**src/msr_pkg.sv**
```systemverilog
// Constants, register map and state type of the metering status registers.
// Assumes one 250 MHz clock and a plain strobe-based register port.
`default_nettype none

package msr_pkg;

  // ****************************************
  // Register map
  // ****************************************
  localparam logic [11:0] AUTOCAL_STATUS_ADDR = 12'h04C0;
  localparam logic [11:0] EVENT_STATUS_ADDR   = 12'h04C1;
  localparam logic [11:0] CHIP_STATUS_ADDR    = 12'h04C2;
  localparam logic [11:0] IRQ_PENDING_ADDR    = 12'h04C4;
  localparam logic [11:0] IRQ_MASK_ADDR       = 12'h04C5;

  localparam logic [15:0] REG_RESET_VALUE     = 16'h0000;

  // ****************************************
  // Field positions
  // ****************************************
  localparam int unsigned NEW_RUN_READY_BIT   = 14;
  localparam int unsigned CONFIG_ERROR_BIT    = 13;
  localparam int unsigned NOT_DETECTED_BIT    = 12;
  localparam int unsigned RUN_TIMEOUT_BIT     = 3;
  localparam int unsigned RESULT_READY_BIT    = 1;
  localparam int unsigned COEFF_SHIFTED_BIT   = 0;

  localparam int unsigned CHAN_B_OVER_BIT     = 5;
  localparam int unsigned CHAN_A_OVER_BIT     = 4;
  localparam int unsigned SWELL_BIT           = 2;
  localparam int unsigned DIP_BIT             = 0;

  localparam int unsigned SERIAL_RESET_BIT    = 7;
  localparam int unsigned SERIAL_FAULT_LSB    = 4;
  localparam int unsigned INTERNAL_FAULT_LSB  = 0;

  localparam logic [15:0] AUTOCAL_VALID_MASK  = 16'h700B;
  localparam logic [15:0] EVENT_VALID_MASK    = 16'h0035;
  localparam logic [15:0] CHIP_VALID_MASK     = 16'h00FF;

  // ****************************************
  // Timing
  // ****************************************
  localparam longint unsigned CLK_HZ          = 250_000_000;
  localparam int unsigned SECOND_TIME_S       = 1;
  localparam logic [27:0] SECOND_CYCLES       = 28'(CLK_HZ * SECOND_TIME_S);
  localparam int unsigned TIMEOUT_TIME_S      = 600;
  localparam logic [9:0]  TIMEOUT_SECONDS     = 10'(TIMEOUT_TIME_S / SECOND_TIME_S);
  localparam int unsigned ACCUM_TIME_S        = 8;
  localparam logic [9:0]  ACCUM_SECONDS       = 10'(ACCUM_TIME_S / SECOND_TIME_S);

  // ****************************************
  // Autocalibration sequencer
  // ****************************************
  typedef enum logic [1:0] {
    MSR_IDLE   = 2'b00,
    MSR_RUN    = 2'b01,
    MSR_HALT   = 2'b11,
    MSR_SETTLE = 2'b10
  } msr_state_e;

endpackage

`default_nettype wire

```
**src/msr_status_regs.sv**
```systemverilog
// Status register bank: autocalibration flags, power-quality events, chip faults.
// Assumes all inputs synchronous to clk; event inputs are levels, copied into the event register every cycle.
//
// Our own choice: the address-and-strobe port.
`default_nettype none

module msr_status_regs
  import msr_pkg::*;
#(
  parameter logic [27:0] SEC_CYCLES = SECOND_CYCLES
)
(
  input  wire logic        clk,
  input  wire logic        rst_n,
  // Register port
  input  wire logic [11:0] addr,
  input  wire logic [15:0] wrData,
  input  wire logic        wrEn,
  input  wire logic        rdEn,
  output var  logic [15:0] rdData,
  output var  logic        irq,
  // Autocalibration engine
  input  wire logic        autocalEnable,
  input  wire logic        autocalRunDone,
  input  wire logic        autocalNotDetected,
  input  wire logic        autocalCoeffShifted,
  input  wire logic        autocalConfigError,
  output var  logic        autocalResultUpdate,
  // Metrology conditions
  input  wire logic        chanAOvercurrent,
  input  wire logic        chanBOvercurrent,
  input  wire logic        voltageSwell,
  input  wire logic        voltageDip,
  // Serial interface and core faults
  input  wire logic        serialIfReset,
  input  wire logic [2:0]  serialIfFault,
  input  wire logic [3:0]  internalFault,
  input  wire logic        softReset
);

  // ****************************************
  // Declarations
  // ****************************************
  msr_state_e  state;
  msr_state_e  next_state;
  logic [27:0] secDiv;
  logic        secTick;
  logic [9:0]  runSec;
  logic        runStart;
  logic        timeoutHit;
  logic        readyHit;
  logic        settleDone;
  logic [15:0] autocalStatus;
  logic [15:0] autocalSet;
  logic [15:0] eventStatus;
  logic [7:0]  chipStatus;
  logic [7:0]  chipSet;
  logic [7:0]  chipClr;
  logic [15:0] irqPending;
  logic [15:0] irqMask;
  logic [15:0] next_rdData;

  // ****************************************
  // Sequencer
  // ****************************************
  assign secTick    = (secDiv == SEC_CYCLES - 28'h000_0001);
  assign runStart   = (state == MSR_IDLE) && autocalEnable;
  // Run counter holds whole seconds already elapsed
  assign timeoutHit = (state == MSR_RUN) && secTick
                      && (runSec == TIMEOUT_SECONDS - 10'h001);
  assign readyHit   = (state == MSR_RUN) && secTick
                      && (runSec >= ACCUM_SECONDS - 10'h001);
  assign settleDone = (state == MSR_SETTLE) && secTick;

  always_comb
  begin
    next_state = state;
    unique case (state)
      MSR_IDLE:
      begin
        if (autocalEnable)
          next_state = MSR_RUN;
      end
      MSR_RUN:
      begin
        if (!autocalEnable)
          next_state = MSR_SETTLE;
        else if (autocalRunDone || timeoutHit)
          next_state = MSR_HALT;
      end
      MSR_HALT:
      begin
        if (!autocalEnable)
          next_state = MSR_SETTLE;
      end
      MSR_SETTLE:
      begin
        // Re-enable while settling waits for the ready point
        if (settleDone)
          next_state = MSR_IDLE;
      end
    endcase
  end

  always_ff @(posedge clk)
  begin
    if (!rst_n)
      state <= MSR_IDLE;
    else
      state <= next_state;
  end

  // Divider restarts on every state change so each second is whole
  always_ff @(posedge clk)
  begin
    if (!rst_n)
      secDiv <= 28'h000_0000;
    else if (next_state != state || secTick)
      secDiv <= 28'h000_0000;
    else if (state == MSR_RUN || state == MSR_SETTLE)
      secDiv <= secDiv + 28'h000_0001;
  end

  always_ff @(posedge clk)
  begin
    if (!rst_n)
      runSec <= 10'h000;
    else if (runStart)
      runSec <= 10'h000;
    else if (state == MSR_RUN && secTick)
      runSec <= runSec + 10'h001;
  end

  always_ff @(posedge clk)
  begin
    if (!rst_n)
      autocalResultUpdate <= 1'b0;
    else
      autocalResultUpdate <= readyHit;
  end

  // ****************************************
  // Autocalibration status
  // ****************************************
  always_comb
  begin
    autocalSet                    = 16'h0000;
    autocalSet[NOT_DETECTED_BIT]  = autocalNotDetected;
    autocalSet[RUN_TIMEOUT_BIT]   = timeoutHit;
    autocalSet[RESULT_READY_BIT]  = readyHit;
    autocalSet[COEFF_SHIFTED_BIT] = autocalCoeffShifted;
    autocalSet[NEW_RUN_READY_BIT] = settleDone;
    autocalSet[CONFIG_ERROR_BIT]  = autocalConfigError;
  end

  // Flags clear at the start of a new run; a set in that cycle wins
  always_ff @(posedge clk)
  begin
    if (!rst_n)
      autocalStatus <= REG_RESET_VALUE;
    else
      autocalStatus <= ((runStart ? 16'h0000 : autocalStatus) | autocalSet)
                       & AUTOCAL_VALID_MASK;
  end

  // ****************************************
  // Power-quality events
  // ****************************************
  always_ff @(posedge clk)
  begin
    if (!rst_n)
      eventStatus <= REG_RESET_VALUE;
    else
    begin
      eventStatus                  <= 16'h0000;
      eventStatus[CHAN_B_OVER_BIT] <= chanBOvercurrent;
      eventStatus[CHAN_A_OVER_BIT] <= chanAOvercurrent;
      eventStatus[SWELL_BIT]       <= voltageSwell;
      eventStatus[DIP_BIT]         <= voltageDip;
    end
  end

  // ****************************************
  // Chip faults
  // ****************************************
  always_comb
  begin
    chipSet = {serialIfReset, serialIfFault, internalFault};
    chipClr = {softReset, {3{serialIfReset}}, {4{softReset}}};
  end

  // Sticky per bit; a new fault beats a clear in the same cycle
  for (genvar i = 0; i < 8; i++)
  begin : gChip
    always_ff @(posedge clk)
    begin
      if (!rst_n)
        chipStatus[i] <= 1'b0;
      else if (chipSet[i])
        chipStatus[i] <= 1'b1;
      else if (chipClr[i])
        chipStatus[i] <= 1'b0;
    end
  end

  // ****************************************
  // Interrupt
  // ****************************************
  always_ff @(posedge clk)
  begin
    if (!rst_n)
      irqPending <= REG_RESET_VALUE;
    else if (wrEn && addr == IRQ_PENDING_ADDR)
      irqPending <= (irqPending & ~wrData) | autocalSet;
    else
      irqPending <= irqPending | autocalSet;
  end

  always_ff @(posedge clk)
  begin
    if (!rst_n)
      irqMask <= REG_RESET_VALUE;
    else if (wrEn && addr == IRQ_MASK_ADDR)
      irqMask <= wrData & AUTOCAL_VALID_MASK;
  end

  // Registered so the pin is glitch free; lags the status by one cycle
  always_ff @(posedge clk)
  begin
    if (!rst_n)
      irq <= 1'b0;
    else
      irq <= |(irqPending & irqMask);
  end

  // ****************************************
  // Read port
  // ****************************************
  // Writes to the three status addresses fall through: no decode
  always_comb
  begin
    next_rdData = 16'h0000;
    if (rdEn)
    begin
      unique case (addr)
        AUTOCAL_STATUS_ADDR: next_rdData = autocalStatus & AUTOCAL_VALID_MASK;
        EVENT_STATUS_ADDR:   next_rdData = eventStatus & EVENT_VALID_MASK;
        CHIP_STATUS_ADDR:    next_rdData = {8'h00, chipStatus};
        IRQ_PENDING_ADDR:    next_rdData = irqPending;
        IRQ_MASK_ADDR:       next_rdData = irqMask;
        default:             next_rdData = 16'h0000;
      endcase
    end
  end

  always_ff @(posedge clk)
  begin
    if (!rst_n)
      rdData <= 16'h0000;
    else
      rdData <= next_rdData;
  end

endmodule

`default_nettype wire

```
**config.mk**
```make
export PLATFORM = sky130hd
export DESIGN_NAME = msr_status_regs
export DESIGN_NICKNAME = d
export VERILOG_FILES = /design/src/msr_pkg.sv /design/src/msr_status_regs.sv
export SDC_FILE = /design/constraint.sdc
export NUM_CORES = 1
export LEC_CHECK = 0
export ABC_AREA = 1
export BUFFER_PORTS_ARGS = -buffer_cell sky130_fd_sc_hd__buf_2
export CAP_MARGIN = 20
export CORE_ASPECT_RATIO = 0.6
export CORE_UTILIZATION = 30
export CTS_CLUSTER_SIZE = 25
export DETAILED_ROUTE_END_ITERATION = 8
export MAX_ROUTING_LAYER = met4
export SLEW_MARGIN = 0
export SYNTH_ARGS = -nofsm -noshare
export SYNTH_HDL_FRONTEND = slang
export SYNTH_SLANG_ARGS = --single-unit
```
**constraint.sdc**
```tcl
create_clock -name clk -period 6.6 [get_ports clk]
set_input_delay 0.99 -clock clk [delete_from_list [all_inputs] [get_ports clk]]
set_output_delay 0.99 -clock clk [all_outputs]
set_load 0.005 [all_outputs]
```
==> impl_metrics.json <==
{
  "status": "finished, final reports clean",
  "post_cts_buffers": 0,
  "finalCritPeriodShare_pct": 54.0,
  "dieHeight_um": 95.2,
  "ys_seq_area_share_pct": 45.2,
  "fp.coreArea_um2": 13900,
  "track_usage_pct": 14.8,
  "setup_viol": 0,
  "power_density_nw_per_um2": 240,
  "critical_path.max_fanout": 12,
  "wl_per_cell_um": 12.1,
  "grt_pass1_wl_um": 16700,
  "cts-buffers-inserted": 9,
  "first_iter_violations": 353,
  "layout_common_cells": "98 x dfxtp_1, 90 x inv_1, 85 x nand2_1",
  "fillers": 1477,
  "min_path_type": "flop to flop",
  "start_util_pct": 31.3,
  "ios": 68,
  "final_core_utilization_pct": 37.2,
  "drv_slew": 0,
  "area_growth_pct": 18.8,
  "row_count": 33,
  "ys_warn_count": 0,
  "worst_slack_ns": 3.04,
  "portBuffers": 67,
  "ant_nets": 0,
  "syn_area_um2": 4340,
  "vias": 3713,
  "cts_hold_buffers": 0,
  "clock.fmax_mhz": 281,
  "grt_max_degree": 29,
  "final_common_cell": "dfxtp_1",
  "dp_hpwl_um": 7600,
  "maxCapViolations": 0,
  "syn_area_per_cell_um2": 7.49,
  "netlist_instances": 580,
  "end_kind": "flop",
  "layout-drive-gt1-share_pct": 17.4,
  "tightest_slew_ns": 1.01,
  "p_leak_nw": 2.02,
  "clkSinkCount": 98,
  "syn_nets": 637,
  "cts.clk_slew.worst_paths_ns": 0.07,
  "cp_data_required_time_ns": 6.81,
  "synth_top_area_cell": "dfxtp_1",
  "drc_errors": 0,
  "first_pass_iters": 5,
  "cts-htree-levels": 3,
  "synth_seq_cells": 98,
  "timing.slew.headroom_pct": 32.2,
  "grt_pass1_vias": 3302,
  "netlist_top_cells_area": "dfxtp_1 45%, inv_1 7.8%, nand2_1 7.3%, nor2_1 7.2%, xor2_1 4.2%",
  "nNetsFinal": 702,
  "die-area_um2": 15000,
  "pre_cts_ws_ns": 2.75,
  "yosys.area.top_type_share_pct": 45.2,
  "gp_congestion": 0.818,
  "critPathArrivalTime_ns": 3.77,
  "irDropWorstVdd_v": 0.000123,
  "clk_latency_ns": 0.34,
  "criticalPathCategory": "input port to flop",
  "viasPerCell": 4.41,
  "antennaDiodeCount": 0,
  "ys_types": 31,
  "antenna_found_initial": 0,
  "overflow": 0,
  "setup_tns_ns": 0,
  "clockBufferDepth": 2,
  "start_kind": "input port",
  "die_w_um": 157,
  "rsz0062_at_grt": "false",
  "cts_tree": "done",
  "fin_worst_skew_ns": 0.00649,
  "cts-root-buf": "clkbuf_16",
  "totalWireLength_um": 10200,
  "hold_viol_final": 0,
  "layout_min_cycle_time_ns": 3.56,
  "cts.repair.resized": 0
}
metrics by stage:
stage               cell area, um^2  hold WS (ns)  std cells  total power, W
floorplan                      4340         0.412        580        0.000685
global placement               4850         0.421        826        0.000714
detailed placement             4850         0.426        826        0.000713
CTS                            5160         0.437        842         0.00125
global route                   5160         0.460        842         0.00129
finish                         5160         0.436        842         0.00124
final timing paths:
path | from | slack [ns] | depth (start not counted) | end
min | irqPending[2] | 0.44 | 2 | irqPending[2]
max | addr[5] | 3.04 | 11 | irqPending[0]
max reg2reg | secDiv[0] | 4.18 | 15 | secDiv[7]
min reg2reg | irqPending[2] | 0.44 | 2 | irqPending[2]
critical path, cell delays in order:
cell and delay, ns:
buf_2 0.09, nor2_1 0.09, nand3_1 0.09, nor3b_1 0.24, nand2_1 0.14, nor2_1 0.70, inv_1 0.31, nor2_1 0.85
nand2_1 0.10, nand3_1 0.10, o21ai_0 0.08
area by class of cell:
cell class / instances / area, um^2 / share of cell area [%]
Multi-Input combinational cell: 376 / 1970 / 38.1
Sequential cell: 98 / 1960 / 38.0
Inverter: 93 / 349 / 6.77
Timing Repair Buffer: 67 / 335 / 6.50
Clock buffer: 11 / 243 / 4.71
Tap cell: 192 / 240 / 4.66
Clock inverter: 5 / 62.6 / 1.21
cells by family (layout without fill, tap and decap cells):
group / Yosys count / in the layout / share of synthesized area (%)
XOR/XNOR: 27 / 27 / 5.45
buffers and inverters: 106 / 176 / 9.56
AND/OR/NAND/NOR: 262 / 262 / 27.0
adder cells (fa/ha/maj): 7 / 7 / 2.02
AO/OA/AOI/OAI: 79 / 79 / 10.6
multiplexers: 1 / 1 / 0.230
flip-flops: 98 / 98 / 45.2
state kept, by name, summed over array words and instances, names as in the netlist:
signal               cells
runSec                  10
autocalResultUpdate      1
irqPending              16
eventStatus              4
autocalStatus            6
secDiv                  28
irq                      1
state                    2
irqMask                  6
chipStatus               8
rdData                  16
report_power, final:
group | internal (W) | total, W | switching (W)
clock | 0.000306 | 0.000537 | 0.000231
sequential | 0.000602 | 0.000609 | 0.00000772
combinational | 0.0000295 | 0.0000909 | 0.0000614
Yosys cell counts, drive strengths merged:
cell type,count
a31oi,1
a31o,1
nor3,24
buf,4
o21bai,2
a221oi,5
inv,92
o21ai,21
dfxtp,98
a21oi,32
nor2,105
o221ai,1
nand2,85
a211oi,10
o22ai,6
xnor2,6
clkbuf,9
xor2,21
clkinv,1
or2,4
nand3,31
nand3b,1
mux2i,1
nor3b,2
nand4,10
ha,7
metal layers:
layer	track usage [%]	part of all wire, %	vias up
li1	-	-	1972
met1	22.9	58	1654
met2	18.3	37	82
met3	3.23	4.4	5
met4	4.21	0.80	0
met5	-	0	-
Note: power is estimated with default switching activity, not from simulation.
